`src/common/cif_pkg.sv`:
```
`default_nettype none

package cif_pkg;

  // ==========================================================================
  // Register map
  localparam logic [7:0] CIF_ADDR_INT_ENABLE  = 8'h2B;
  localparam logic [7:0] CIF_ADDR_INT_PENDING = 8'h2C;
  localparam logic [7:0] CIF_ENABLE_RESET     = 8'h00;
  localparam logic [7:0] CIF_PENDING_RESET    = 8'h00;
  localparam logic [7:0] CIF_RDATA_RESET      = 8'h00;
  localparam logic [7:0] CIF_UNMAPPED_RDATA   = 8'h00;
  localparam logic [7:0] CIF_FULL_MASK        = 8'hFF;

  // ==========================================================================
  // Source bit positions, shared by enable and pending registers
  localparam int CIF_BIT_MSG_ERROR   = 7;
  localparam int CIF_BIT_WAKEUP      = 6;
  localparam int CIF_BIT_ERROR_STATE = 5;
  localparam int CIF_BIT_XMIT_BUF2   = 4;
  localparam int CIF_BIT_XMIT_BUF1   = 3;
  localparam int CIF_BIT_XMIT_BUF0   = 2;
  localparam int CIF_BIT_RECV_BUF1   = 1;
  localparam int CIF_BIT_RECV_BUF0   = 0;
  localparam int CIF_NUM_SOURCES     = 8;

  // ==========================================================================
  // Pending priority codes, lower code wins
  localparam logic [2:0] CIF_CODE_NONE      = 3'h0;
  localparam logic [2:0] CIF_CODE_ERROR     = 3'h1;
  localparam logic [2:0] CIF_CODE_WAKEUP    = 3'h2;
  localparam logic [2:0] CIF_CODE_XMIT_BUF0 = 3'h3;
  localparam logic [2:0] CIF_CODE_XMIT_BUF1 = 3'h4;
  localparam logic [2:0] CIF_CODE_XMIT_BUF2 = 3'h5;
  localparam logic [2:0] CIF_CODE_RECV_BUF0 = 3'h6;
  localparam logic [2:0] CIF_CODE_RECV_BUF1 = 3'h7;

  // ==========================================================================
  // Reset values of miscellaneous state
  localparam logic       CIF_BUS_IDLE_LEVEL = 1'b1;
  localparam logic [7:0] CIF_ERROR_COND_RESET = 8'h00;
  localparam logic       CIF_IRQ_N_RESET    = 1'b1;

endpackage : cif_pkg

`default_nettype wire

```
`src/core/cif_priority_code.sv`:
```
`timescale 1ns/100ps
`default_nettype none

module cif_priority_code
  import cif_pkg::*;
(
  // Clock and reset
  input  wire logic       clk_in,
  input  wire logic       arst_n_in,
  input  wire logic       ce_in,
  // Enabled pending sources
  input  wire logic [7:0] active_in,
  // Code of highest-priority source
  output var  logic [2:0] code_out
);

  logic [2:0] code_nxt;

  // ==========================================================================
  // Fixed-priority encoder; message error has no code of its own
  always_comb begin
    if (active_in[CIF_BIT_ERROR_STATE]) begin
      code_nxt = CIF_CODE_ERROR;
    end else if (active_in[CIF_BIT_WAKEUP]) begin
      code_nxt = CIF_CODE_WAKEUP;
    end else if (active_in[CIF_BIT_XMIT_BUF0]) begin
      code_nxt = CIF_CODE_XMIT_BUF0;
    end else if (active_in[CIF_BIT_XMIT_BUF1]) begin
      code_nxt = CIF_CODE_XMIT_BUF1;
    end else if (active_in[CIF_BIT_XMIT_BUF2]) begin
      code_nxt = CIF_CODE_XMIT_BUF2;
    end else if (active_in[CIF_BIT_RECV_BUF0]) begin
      code_nxt = CIF_CODE_RECV_BUF0;
    end else if (active_in[CIF_BIT_RECV_BUF1]) begin
      code_nxt = CIF_CODE_RECV_BUF1;
    end else begin
      code_nxt = CIF_CODE_NONE;
    end
  end

  always_ff @(posedge clk_in or negedge arst_n_in) begin
    if (!arst_n_in) begin
      code_out <= CIF_CODE_NONE;
    end else if (ce_in) begin
      code_out <= code_nxt;
    end
  end

endmodule : cif_priority_code

`default_nettype wire

```
`src/core/cif_irq_flags.sv`:
```
`timescale 1ns/100ps
`default_nettype none

// Overview of operation
// - Message error flag interrupts when enabled
// - Bus activity interrupts when wakeup enabled
// - Error-condition change interrupts when enabled
// - Enable bits 4..2 arm transmit-empty interrupts
// - Enable bits 1..0 arm receive-full interrupts
// - Enable at 2Bh, pending at 2Ch, same order
// - Pending flag stays set until host clears
// - Both registers read/write, reset to zero
// - Interrupt pin low while enabled flag pending
// - Clear blocked while source condition holds
// - Host writing one sets flag like event
// - Three-bit code of highest enabled source, message error excluded

module cif_irq_flags
  import cif_pkg::*;
(
  // Clock, reset, enable
  input  wire logic       clk_in,
  input  wire logic       arst_n_in,
  input  wire logic       ce_in,
  // Register port
  input  wire logic [7:0] reg_addr_in,
  input  wire logic       reg_wr_in,
  input  wire logic [7:0] reg_wmask_in,
  input  wire logic [7:0] reg_wdata_in,
  input  wire logic       reg_rd_in,
  output var  logic [7:0] reg_rdata_out,
  // Protocol engine events and conditions
  input  wire logic       msg_error_evt_in,
  input  wire logic [2:0] xmit_buf_empty_evt_in,
  input  wire logic [1:0] recv_buf_full_evt_in,
  input  wire logic [7:0] error_condition_in,
  input  wire logic [7:0] source_cond_active_in,
  // Bus receive pin
  input  wire logic       can_rx_pin_in,
  // Interrupt outputs
  output var  logic       irq_n_out,
  output var  logic [2:0] pending_priority_code_out,
  output var  logic [7:0] interrupt_enable_out,
  output var  logic [7:0] interrupt_pending_out
);

  // ==========================================================================
  // Declarations
  logic [7:0] interrupt_enable_reg_r;
  logic [7:0] interrupt_enable_reg_nxt;
  logic [7:0] interrupt_pending_reg_r;
  logic [7:0] interrupt_pending_reg_nxt;
  logic [7:0] error_condition_r;
  logic [7:0] hw_set;
  logic [7:0] host_set;
  logic [7:0] host_clr;
  logic [7:0] active;
  logic       rx_sync1_r;
  logic       rx_sync2_r;
  logic       rx_sync3_r;
  logic       rx_stable_r;
  logic       bus_activity;
  logic       error_cond_change;
  logic       wr_enable;
  logic       wr_pending;

  assign wr_enable  = reg_wr_in && (reg_addr_in == CIF_ADDR_INT_ENABLE);
  assign wr_pending = reg_wr_in && (reg_addr_in == CIF_ADDR_INT_PENDING);

  // ==========================================================================
  // Bus pin synchroniser; first stage feeds only the second
  always_ff @(posedge clk_in or negedge arst_n_in) begin
    if (!arst_n_in) begin
      rx_sync1_r <= CIF_BUS_IDLE_LEVEL;
      rx_sync2_r <= CIF_BUS_IDLE_LEVEL;
      rx_sync3_r <= CIF_BUS_IDLE_LEVEL;
    end else if (ce_in) begin
      rx_sync1_r <= can_rx_pin_in;
      rx_sync2_r <= rx_sync1_r;
      rx_sync3_r <= rx_sync2_r;
    end
  end

  // Level only accepted once two stages agree, so one-cycle glitches are dropped
  always_ff @(posedge clk_in or negedge arst_n_in) begin
    if (!arst_n_in) begin
      rx_stable_r <= CIF_BUS_IDLE_LEVEL;
    end else if (ce_in && (rx_sync2_r == rx_sync3_r)) begin
      rx_stable_r <= rx_sync3_r;
    end
  end

  // Dominant edge on an idle bus is bus activity
  assign bus_activity = rx_stable_r && (rx_sync2_r == rx_sync3_r) && !rx_sync3_r;

  // ==========================================================================
  // Error-condition change detect
  always_ff @(posedge clk_in or negedge arst_n_in) begin
    if (!arst_n_in) begin
      error_condition_r <= CIF_ERROR_COND_RESET;
    end else if (ce_in) begin
      error_condition_r <= error_condition_in;
    end
  end

  assign error_cond_change = |(error_condition_r ^ error_condition_in);

  // ==========================================================================
  // Hardware set vector
  always_comb begin
    hw_set                      = '0;
    hw_set[CIF_BIT_MSG_ERROR]   = msg_error_evt_in;
    hw_set[CIF_BIT_WAKEUP]      = bus_activity;
    hw_set[CIF_BIT_ERROR_STATE] = error_cond_change;
    hw_set[CIF_BIT_XMIT_BUF2]   = xmit_buf_empty_evt_in[2];
    hw_set[CIF_BIT_XMIT_BUF1]   = xmit_buf_empty_evt_in[1];
    hw_set[CIF_BIT_XMIT_BUF0]   = xmit_buf_empty_evt_in[0];
    hw_set[CIF_BIT_RECV_BUF1]   = recv_buf_full_evt_in[1];
    hw_set[CIF_BIT_RECV_BUF0]   = recv_buf_full_evt_in[0];
  end

  // Masked write: plain write uses a full mask, bit modify a partial one
  assign host_set = wr_pending ? (reg_wmask_in & reg_wdata_in) : '0;
  assign host_clr = wr_pending ? (reg_wmask_in & ~reg_wdata_in) : '0;

  // ==========================================================================
  // Per-source pending flag
  generate
    for (genvar i = 0; i < CIF_NUM_SOURCES; i++) begin : g_flag
      always_comb begin
        if (hw_set[i] || host_set[i]) begin
          interrupt_pending_reg_nxt[i] = 1'b1;
        end else if (host_clr[i] && !source_cond_active_in[i]) begin
          interrupt_pending_reg_nxt[i] = 1'b0;
        end else begin
          interrupt_pending_reg_nxt[i] = interrupt_pending_reg_r[i];
        end
      end
    end
  endgenerate

  always_ff @(posedge clk_in or negedge arst_n_in) begin
    if (!arst_n_in) begin
      interrupt_pending_reg_r <= CIF_PENDING_RESET;
    end else if (ce_in) begin
      interrupt_pending_reg_r <= interrupt_pending_reg_nxt;
    end
  end

  // ==========================================================================
  // Enable register
  assign interrupt_enable_reg_nxt = wr_enable ? ((interrupt_enable_reg_r & ~reg_wmask_in)
                                                | (reg_wdata_in & reg_wmask_in))
                                              : interrupt_enable_reg_r;

  always_ff @(posedge clk_in or negedge arst_n_in) begin
    if (!arst_n_in) begin
      interrupt_enable_reg_r <= CIF_ENABLE_RESET;
    end else if (ce_in) begin
      interrupt_enable_reg_r <= interrupt_enable_reg_nxt;
    end
  end

  // ==========================================================================
  // Read path
  always_ff @(posedge clk_in or negedge arst_n_in) begin
    if (!arst_n_in) begin
      reg_rdata_out <= CIF_RDATA_RESET;
    end else if (ce_in && reg_rd_in) begin
      if (reg_addr_in == CIF_ADDR_INT_ENABLE) begin
        reg_rdata_out <= interrupt_enable_reg_r;
      end else if (reg_addr_in == CIF_ADDR_INT_PENDING) begin
        reg_rdata_out <= interrupt_pending_reg_r;
      end else begin
        reg_rdata_out <= CIF_UNMAPPED_RDATA;
      end
    end
  end

  // ==========================================================================
  // Interrupt outputs
  assign active = interrupt_pending_reg_nxt & interrupt_enable_reg_nxt;

  // Built from next state so pin and code agree with the register mirrors
  always_ff @(posedge clk_in or negedge arst_n_in) begin
    if (!arst_n_in) begin
      irq_n_out <= CIF_IRQ_N_RESET;
    end else if (ce_in) begin
      irq_n_out <= ~|active;
    end
  end

  always_ff @(posedge clk_in or negedge arst_n_in) begin
    if (!arst_n_in) begin
      interrupt_enable_out  <= CIF_ENABLE_RESET;
      interrupt_pending_out <= CIF_PENDING_RESET;
    end else if (ce_in) begin
      interrupt_enable_out  <= interrupt_enable_reg_nxt;
      interrupt_pending_out <= interrupt_pending_reg_nxt;
    end
  end

  cif_priority_code u_code (
    .clk_in    (clk_in),
    .arst_n_in (arst_n_in),
    .ce_in     (ce_in),
    .active_in (active),
    .code_out  (pending_priority_code_out)
  );

endmodule : cif_irq_flags

`default_nettype wire

```
`config.mk`:
```
export PLATFORM = sky130hd
export DESIGN_NAME = cif_irq_flags
export DESIGN_NICKNAME = d
export VERILOG_FILES = /design/src/common/cif_pkg.sv /design/src/core/cif_priority_code.sv /design/src/core/cif_irq_flags.sv
export SDC_FILE = /design/constraint.sdc
export NUM_CORES = 1
export LEC_CHECK = 0
export BUFFER_PORTS_ARGS = -buffer_cell sky130_fd_sc_hd__buf_2
export CELL_PAD_IN_SITES_DETAIL_PLACEMENT = 1
export CELL_PAD_IN_SITES_GLOBAL_PLACEMENT = 2
export CORE_MARGIN = 2
export CORE_UTILIZATION = 30
export DETAILED_ROUTE_END_ITERATION = 10
export PLACE_DENSITY = 0.82
export SLEW_MARGIN = 40
export SYNTH_ARGS = -nofsm -noshare
export SYNTH_HDL_FRONTEND = slang
export SYNTH_SLANG_ARGS = --single-unit
```
`constraint.sdc`:
```
create_clock -name clk_in -period 2.1 [get_ports clk_in]
set_input_delay 0.21 -clock clk_in [delete_from_list [all_inputs] [get_ports clk_in]]
set_output_delay 0.21 -clock clk_in [all_outputs]
set_load 0.1 [all_outputs]
```
==> run_results.csv, run 1 <==
group,metric,value,unit
logic_synthesis,synth_simple_gate_area_frac,0.1819,
floorplanning,core_area,7331,µm²
critical_path,crit_path_end_kind,"flip-flop",
global_route,grt_max_degree,38,
clock_network,cts_tree,"done",
sta,fmax,491.9,MHz
sta,final.setup.tns,0,ps
sta,final.setup.worst_slack,67.22,ps
drt,wl,7660,µm
logic_synthesis,syn-num-nets,276,
drt,detail-route-antenna-nets,0,
pwr,combPwrFrac,0.302,
floorplanning,die_w,91.51,µm
cells_and_area,layout.cells.most_common_list,"buf_2, dfrtp_1, buf_4",
logic_synthesis,synthCells,224,
floorplanning,die_y,91.51,µm
sta,whs,152.7,ps
placed_design,hpwlAfterDp,5830,µm
placed_design,dp_worst_setup_slack,-282.3,ps
drt,drt_iter0_markers,80,
drt,dr_wl_met2,3701,µm
cells_and_area,drive_gt1_frac,0.4364,
critical_path,rrSetupSlack,190,ps
clock_network,htree_levels,2,
floorplanning,row_count,31,
cells_and_area,syn_to_final_growth,35.95,%
logic_synthesis,synth_top_family_by_area,"compound AO/OA/AOI/OAI gates",
placed_design,gp_congestion,0.8269,
clock_network,cts_sinks,40,
drt,dr.max_layer_used,"met4",
logic_synthesis,synthAdderAreaFrac,0,
critical_path,crit_family,"simple AND/OR/NAND/NOR gates",
sta,finalClockSkew,7.604,ps
cells_and_area,nets,381,
critical_path,critPathLaunchType,"primary input",
pwr,sw_frac_of_total,0.3699,
critical_path,crit_chain,"buf_2, or4b_4, buf_4, nor3_4, a311o_1, o2bb2a_1, and2_1, o2bb2ai_1",
sta,fin_crit,2033,ps
sta,fin_crit_sh,0.9680,
pwr,p_sw,0.0007658,W
clock_network,root_buffer,"clkbuf_8",
global_route,antenna_found_initial,0,
drt,m1WireLength,3473,µm
clock_network,insertion_delay,290,ps
logic_synthesis,synth_edf_count,0,
global_route,grt_pass1_wl,12120,µm
drt,wl_met3,354,µm
sta,hold_viol,0,
logic_synthesis,yosysSeqAreaShare,0.4385,
critical_path,max_stage_delay,580,ps
global_route,grt_pass1_vias,2272,
pwr,power.leakage,1.403,nW
cells_and_area,final_cells,429,
floorplanning,start_util,0.3134,
pwr,max-vdd-ir-drop,406.1,µV
cells_and_area,n_antenna_cell,0,
logic_synthesis,syn_area,2297,µm²
job,drv_cap,0,
critical_path,path_max_fanout,6,
pwr,intPower,0.001304,W
drt,wl_per_cell,17.86,µm
critical_path,worstPathArrival,2240,ps
drt,num_vias,2245,
critical_path,r2r_start,"error_condition_r[0]",
floorplanning,ios,80,
cells_and_area,fillers,854,
min_path,hold_path_class,"in2reg",
logic_synthesis,yosys-mux-area-fraction,0.1002,
sta,maxSlewHeadroom,0.6620,
clock_network,cts.path.max_buffers,2,
sta,setup-violations-final,0,
logic_synthesis,synthFlopType,"dfrtp_1",
logic_synthesis,syn_area_per_cell,10.26,µm²
critical_path,rr_worst_depth,6,
global_route,overflow,0,
critical_path,required,2310,ps
logic_synthesis,synth-xor-area-share,0.03050,
critical_path,slowest_stage,"or4b_4",
clock_network,path_clk_slew,80,ps
drt,first_pass_iters,4,
sta,rsz0062_at_grt,"false",
min_path,min_to,"rx_sync1_r",
logic_synthesis,yosys_register_bits,40,
min_path,hp-start,"can_rx_pin_in",
cells_and_area,layout_commonest_cell,"buf_2",
critical_path,critPathKind,"in2reg",
min_path,hold_path_depth,2,
floorplanning,die-area,8373,µm²
drt,vias_per_cell,5.233,
global_route,track_usage,0.1847,
logic_synthesis,yosys_warnings,0,
logic_synthesis,synth-compound-area-share,0.2190,
logic_synthesis,yosys.cell_types.count,58,
pwr,power_density,662.8,nW/µm²
critical_path,r2r-end,"irq_n_out",
placed_design,io_buffers,79,
drt,drc,0,
pwr,sequentialPowerShare,0.435,
logic_synthesis,async_flop_share,1.000,
pwr,power.share.clock,0.263,
sta,tightest_slew,507.0,ps
sta,slew_violations,0,
outcome,outcome,"finished, final reports clean",
placed_design,placed_cells,420,
critical_path,crit_buf_inv,2,
clock_network,cts_buffers,5,
==> how the worst max path moves through the flow <==
stage	from	to	slack, ps	cells past startpoint
2_1_floorplan	reg_addr_in[4]	u_code.code_out[1]	-20	7
3_3_place_gp	reg_addr_in[4]	u_code.code_out[2]	-180	8
3_5_place_dp	reg_addr_in[4]	irq_n_out	-280	8
4_1_cts	reg_addr_in[4]	irq_n_out	10	8
5_1_grt	reg_addr_in[4]	u_code.code_out[1]	20	9
6_report	reg_addr_in[4]	u_code.code_out[2]	70	8
==> layer usage <==
metal	up-vias	GRT usage
met4	0	0.04167
met3	12	0.03485
li1	1067	-
met1	1106	0.2497
met5	-	0
met2	60	0.3058
==> cells in the mapped netlist (2+ instances only) <==
master	n	area [µm²]
a22oi_1	8	60.06
nor3b_1	3	22.52
nor3_1	2	10.01
mux2i_1	5	50.05
a41oi_1	2	17.52
nand2b_1	3	18.77
a31oi_1	3	18.77
o21ai_0	15	75.07
nand4b_1	3	26.28
dfrtp_1	35	875.8
o22a_1	3	26.28
dfstp_2	5	131.4
inv_1	6	22.52
nor4_1	2	12.51
a21oi_1	12	60.06
and2_1	2	12.51
a211oi_1	2	15.01
xor2_1	7	61.31
clkbuf_1	6	22.52
nand4_1	11	68.82
nor2b_1	3	18.77
mux2_1	2	22.52
o2bb2ai_1	4	35.03
nand2_1	22	82.58
nor2_1	12	45.04
mux2_2	14	157.7
==> worst reg2reg max path: stages, from the launching register on <==
cell       delay (ps)
dfrtp_1           410
xor2_1            150
nor4_1            310
nand4_1           220
a2bb2oi_2         220
a211o_1           270
o32ai_2           260
==> flip-flops by register name (all words and copies together) (netlist names) <==
| signal | cells |
|---|---|
| interrupt_pending_reg_r | 8 |
| u_code.code_out | 3 |
| rx_sync3_r | 1 |
| rx_stable_r | 1 |
| reg_rdata_out | 8 |
| rx_sync1_r | 1 |
| irq_n_out | 1 |
| error_condition_r | 8 |
| rx_sync2_r | 1 |
| interrupt_enable_out | 8 |
==> through the flow <==
step	area, µm²	utilization	power, W
final	3123	0.4260	0.002070
after global routing	3123	0.4260	0.002174
after CTS	3102	0.4231	0.002089
after detailed placement	2998	0.4089	0.001537
after global placement	2995	0.4086	0.001523
after floorplan	2303	-	0.001314
==> power groups by stage <==
stage	combinational (W)	sequential, W	clock [W]
floorplan	0.000184	0.00113	0
global placement	0.000612	0.000911	0
detailed placement	0.000622	0.000915	0
CTS	0.000625	0.000900	0.000563
global route	0.000665	0.000910	0.000599
finish	0.000625	0.000901	0.000544
==> cell families (layout without fill, tap and decap cells) <==
| group | count (synthesis) | in the layout |
|---|---|---|
| and+or+nand+nor | 72 | 72 |
| xor gates and xnor gates | 8 | 8 |
| AOI/OAI and AO/OA | 67 | 67 |
| buffers and inverters | 16 | 122 |
| muxes | 21 | 21 |
| DFF | 40 | 40 |
==> layout make-up <==
type	count	area [µm²]	area share
Multi-Input combinational cell	168	1249	0.3998
Sequential cell	40	1007	0.3225
Timing Repair Buffer	107	623.1	0.1995
Tap cell	99	123.9	0.03966
Clock buffer	7	86.33	0.02764
Inverter	7	26.28	0.008413
Clock inverter	1	7.507	0.002404
==> repair_timing <==
| action | 4_1_cts | 5_1_grt |
|---|---|---|
| setup endpoints to repair | 0 | 4 |
| endpoints found under the hold margin | 35 | 0 |
| resized for setup | 0 | 3 |
| hold buffers | 1 | 0 |
| setup buffers | 0 | 0 |
Power figures use the tool's default switching activity.
==> run 2: changes to the inputs <==
- CELL_PAD_IN_SITES_DETAIL_PLACEMENT: 1 -> not set
- CELL_PAD_IN_SITES_GLOBAL_PLACEMENT: 2 -> not set
- CORE_UTILIZATION: 30 -> 40
- PLACE_DENSITY: 0.82 -> 0.68
==> run 2 against run 1 <==
Against the previous run: final cell count is 5.8% lower; via count shrank 1.1%; clock power is 14% higher; count of clock-buffer cells in the layout fell by 1; critical path depth stayed put; non-clock buffer count up 2; largest cell class unchanged; wire length is 16% lower; first-iteration DRC count rose to 3.0 times the previous value.
==> run_results.csv, run 2 (synthesized netlist as in run 1, its figures left out) <==
group,metric,value,unit
drt,drt_iter0_markers,243,
sta,hold_viol,0,
clock_network,cts_tree,"done",
clock_network,cts_buffers,5,
cells_and_area,nets,383,
critical_path,critPathCapture,"irq_n_out",
cells_and_area,design_area,3085,µm²
critical_path,r2r-end,"irq_n_out",
floorplanning,start_util,0.4146,
global_route,grt_pass1_vias,2264,
sta,fmax,521.8,MHz
critical_path,startpoint,"reg_addr_in[4]",
floorplanning,core_area,5540,µm²
pwr,power.leakage,1.388,nW
sta,slew_violations,0,
global_route,grt_pass1_wl,10760,µm
sta,fin_crit_sh,0.9126,
min_path,hold_path_class,"in2reg",
placed_design,io_buffers,79,
clock_network,cts_setup_buffers,0,
pwr,max-vdd-ir-drop,408.3,µV
cells_and_area,fillers,539,
global_route,overflow,0,
floorplanning,ios,80,
cells_and_area,syn_to_final_growth,34.31,%
critical_path,crit_family,"compound AO/OA/AOI/OAI gates",
clock_network,path_clk_slew,80,ps
critical_path,critPathKind,"in2reg",
cells_and_area,multi_input_area,1231,µm²
job,drv_cap,0,
sta,setup-violations-final,0,
floorplanning,die-area,6365,µm²
placed_design,dpl_cell_area,2964,µm²
critical_path,r2r_start,"error_condition_r[3]",
drt,drc,0,
drt,wl,6425,µm
global_route,track_usage,0.2175,
sta,tightest_slew,495.1,ps
outcome,outcome,"finished, final reports clean",
critical_path,path_max_fanout,6,
clock_network,htree_levels,2,
cells_and_area,regArea,1007,µm²
placed_design,gp_congestion,0.9561,
drt,vias_per_cell,5.498,
critical_path,rr_worst_depth,6,
floorplanning,die_w,79.78,µm
global_route,antenna_found_initial,0,
placed_design,placed_cells,395,
sta,whs,150.0,ps
critical_path,slowest_stage,"or4b_4",
critical_path,required,2300,ps
critical_path,rrSetupSlack,340,ps
floorplanning,die_y,79.78,µm
sta,maxSlewHeadroom,0.6722,
drt,m1WireLength,2898,µm
sta,finalClockSkew,5.652,ps
global_route,grt_max_degree,21,
critical_path,worstPathArrival,2120,ps
drt,dr.max_layer_used,"met4",
drt,detail-route-antenna-nets,0,
critical_path,critPathLaunchType,"primary input",
drt,wl_per_cell,15.90,µm
floorplanning,row_count,27,
cells_and_area,finish.utilization,0.5569,
sta,rsz0062_at_grt,"false",
cells_and_area,layout.cells.most_common_list,"buf_2, dfrtp_1, buf_4",
critical_path,cp_num_cells,8,
cells_and_area,layout_commonest_cell,"buf_2",
clock_network,cts.path.max_buffers,2,
cells_and_area,n_antenna_cell,0,
drt,wl_met3,455,µm
placed_design,hpwlAfterDp,5090,µm
clock_network,root_buffer,"clkbuf_8",
clock_network,insertion_delay,290,ps
drt,first_pass_iters,4,
drt,num_vias,2221,
drt,dr_wl_met2,3005,µm
cells_and_area,final_cells,404,
critical_path,max_stage_delay,580,ps
critical_path,crit_chain,"buf_2, or4b_4, buf_4, o41ai_2, a22oi_2, o21ba_4, nand2_1, o32ai_2",
critical_path,crit_buf_inv,2,
sta,fin_crit,1917,ps
critical_path,crit_path_end_kind,"flip-flop",
pwr,power_density,692.7,nW/µm²
cells_and_area,drive_gt1_frac,0.4367,
clock_network,cts_sinks,40,
## run 2: area by class of cell
| type | count | share of cell area |
|---|---|---|
| flip-flops and latches | 40 | 0.3264 |
| clock buffers | 6 | 0.02352 |
| repair buffers | 109 | 0.2019 |
| inverters | 7 | 0.008516 |
| clock inverters | 2 | 0.01135 |
| well taps | 72 | 0.02920 |
| multi-input cells | 168 | 0.3990 |
## run 2: per-stage QoR
stage / total power, W / setup slack [ps] / setup TNS [ps]
final: 0.002137 / 183.5 / 0
after global routing: 0.002233 / 62.76 / 0
after CTS: 0.002154 / 80.75 / 0
after detailed placement: 0.001528 / -231.5 / -868.8
after global placement: 0.001516 / -174.0 / -643.8
after floorplan: 0.001314 / -24.89 / -24.89
## run 2: worst min-delay path by stage
stage	from	to	slack, ps	depth (start not counted)
final	msg_error_evt_in	interrupt_pending_reg_r[7]	150	2
after detailed placement	arst_n_in	interrupt_pending_reg_r[2]	120	1
after global routing	can_rx_pin_in	rx_sync1_r	150	2
after floorplan	arst_n_in	error_condition_r[0]	-90	0
after CTS	can_rx_pin_in	rx_sync1_r	140	2
after global placement	arst_n_in	interrupt_pending_reg_r[2]	120	1
## run 2: worst register-to-register path, delay by kind of cell, from the launching register on
kind,cells,cell delay [ps]
XOR/XNOR,1,140
flip-flops,1,390
AO/OA/AOI/OAI,3,700
AND/OR/NAND/NOR,2,430
## run 2: routing by layer
layer	up-vias	global-route usage
li1	1070	-
met1	1064	0.3001
met2	78	0.3521
met3	9	0.04525
met4	0	0.05085
met5	-	0
## run 2: repair_timing
| action | in CTS | in global routing |
|---|---|---|
| hold buffers | 1 | 0 |
| endpoints found under the hold margin | 11 | 0 |
| endpoints found under the setup margin | 0 | 2 |
| resized for setup | 0 | 1 |
## run 2: report_power, final
part | internal [W] | switching (W) | total, W
sequential | 0.000844 | 0.0000539 | 0.000898
clock | 0.000353 | 0.000269 | 0.000621
combinational | 0.000195 | 0.000423 | 0.000618
total | 0.00139 | 0.000746 | 0.00214
==> run 3: changes to the inputs <==
- BUFFER_PORTS_ARGS: -buffer_cell sky130_fd_sc_hd__buf_2 -> not set
- DONT_BUFFER_PORTS: not set -> 1
- PLACE_DENSITY: 0.68 -> 0.56
==> run 3 against run 2 <==
Against the previous run: global-route usage fell by 0.55 points; sequential cell count did not move; power fell by 7.5%; sequential power fell by 2%; count of clock-buffer cells in the layout did not move; highest routed layer unchanged; critical path depth fell by 1; sequential share of layout area rose by 3.4 points; final cell count fell by 16%; largest cell class unchanged; critical path type unchanged; critical endpoint is now u_code.code_out[0]; worst setup slack got worse by 20 ps.
==> run_results.csv, run 3 (synthesized netlist as in run 1, its figures left out) <==
group,metric,value,unit
cells_and_area,layout_commonest_cell,"buf_4",
job,drv_cap,0,
pwr,power.leakage,1.131,nW
cells_and_area,syn_to_final_growth,21.73,%
pwr,p_sw,0.0007029,W
clock_network,root_buffer,"clkbuf_8",
placed_design,hpwlAfterDp,4720,µm
drt,drc,0,
floorplanning,die_w,79.78,µm
pwr,intPower,0.001273,W
global_route,antenna_found_initial,0,
pwr,power.share.clock,0.276,
critical_path,critPathLaunchType,"primary input",
global_route,grt_max_degree,41,
sta,rsz0062_at_grt,"false",
sta,final.setup.tns,0,ps
floorplanning,die-area,6365,µm²
global_route,overflow,0,
clock_network,cts_setup_buffers,0,
drt,vias_per_cell,5.835,
critical_path,crit_path_end_kind,"flip-flop",
sta,hold_viol,0,
sta,finalClockSkew,11.22,ps
drt,drt_iter0_markers,95,
critical_path,critPathKind,"in2reg",
critical_path,worstPathArrival,2170,ps
global_route,track_usage,0.2121,
floorplanning,ios,80,
pwr,sequentialPowerShare,0.447,
drt,num_vias,1978,
floorplanning,die_y,79.78,µm
sta,maxSlewHeadroom,0.6555,
global_route,grt_pass1_vias,1943,
sta,fmax,516.3,MHz
clock_network,cts_buffers,5,
pwr,sw_frac_of_total,0.3557,
critical_path,required,2330,ps
floorplanning,start_util,0.4146,
placed_design,gp_congestion,0.8069,
global_route,grt_pass1_wl,10220,µm
placed_design,placed_cells,328,
min_path,hold_path_class,"in2reg",
placed_design,io_buffers,0,
cells_and_area,fillers,557,
clock_network,insertion_delay,290,ps
clock_network,postCtsResizedCells,0,
sta,tightest_slew,516.7,ps
drt,first_pass_iters,4,
critical_path,path_max_fanout,5,
sta,slew_violations,0,
clock_network,cts_tree,"done",
drt,wl_per_cell,18.77,µm
floorplanning,row_count,27,
sta,fin_crit_sh,0.9224,
drt,wl,6363,µm
clock_network,path_clk_slew,90,ps
pwr,combPwrFrac,0.277,
drt,detail-route-antenna-nets,0,
clock_network,cts_sinks,40,
outcome,outcome,"finished, final reports clean",
sta,setup-violations-final,0,
clock_network,cts.path.max_buffers,2,
cells_and_area,layout.cells.most_common_list,"buf_4, dfrtp_1, nand2_1",
floorplanning,core_area,5540,µm²
cells_and_area,drive_gt1_frac,0.2959,
clock_network,htree_levels,2,
sta,fin_crit,1937,ps
pwr,max-vdd-ir-drop,380.9,µV
pwr,power_density,706.6,nW/µm²
cells_and_area,final_cells,339,
cells_and_area,nets,318,
cells_and_area,n_antenna_cell,0,
==> run 3: worst max-delay path, cell delays in order <==
cell	delay, ps
or4b_1	620
buf_4	210
nor3_4	250
a311o_1	280
o211ai_1	110
a211oi_1	320
o22a_1	170
==> run 3: timing repair <==
item,in CTS,in global routing
endpoints found under the setup margin,0,0
endpoints found under the hold margin,45,0
hold buffers,3,0
==> run 3: stage by stage <==
step | worst slack, ps | utilization | power (W) | instance area (µm²) | hold slack (ps)
floorplan | -24.89 | - | 0.001314 | 2303 | -85.59
global placement | -92.02 | 0.4799 | 0.001418 | 2659 | -84.66
detailed placement | -128.2 | 0.4799 | 0.001422 | 2659 | -84.51
CTS | 183.1 | 0.5047 | 0.002001 | 2796 | 17.72
global route | 93.61 | 0.5047 | 0.002076 | 2796 | 10.62
finish | 163.0 | 0.5047 | 0.001976 | 2796 | 40.13
==> run 3: cell type report <==
class                      instances  area (µm²)  share of cell area
tap                               72       90.09             0.03221
sequential                        40        1007              0.3602
clock inverter                     2       15.01            0.005369
clock buffer                       6       82.58             0.02953
multi-input combinational        168        1227              0.4389
timing repair buffer              44       347.8              0.1244
inverter                           7       26.28            0.009396
==> run 3: worst paths after layout <==
kind	startpoint	end	slack [ps]	depth (start not counted)
min in group asynchronous	arst_n_in	interrupt_enable_out[3]	410	2
setup / recovery	reg_addr_in[4]	u_code.code_out[0]	160	7
setup reg to reg	error_condition_r[3]	irq_n_out	350	6
hold reg to reg	reg_rdata_out[6]	reg_rdata_out[6]	480	2
max in group asynchronous	arst_n_in	rx_sync2_r	1420	2
hold / removal	ce_in	interrupt_pending_reg_r[4]	40	1
==> run 3: power by group through the flow <==
stage	Combinational, W	Sequential (W)	Clock [W]
after floorplan	0.000184	0.00113	0
after global placement	0.000521	0.000896	0
after detailed placement	0.000524	0.000898	0
after CTS	0.000550	0.000884	0.000567
after global routing	0.000581	0.000895	0.000600
final	0.000547	0.000883	0.000546
==> run 3: layer usage <==
metal / vias to the layer above / track usage / wire length, µm
li1: 941 / - / -
met2: 72 / 0.3378 / 2937
met1: 960 / 0.2819 / 2764
met5: - / 0 / 0
met4: 0 / 0.05085 / 51
met3: 5 / 0.06674 / 609
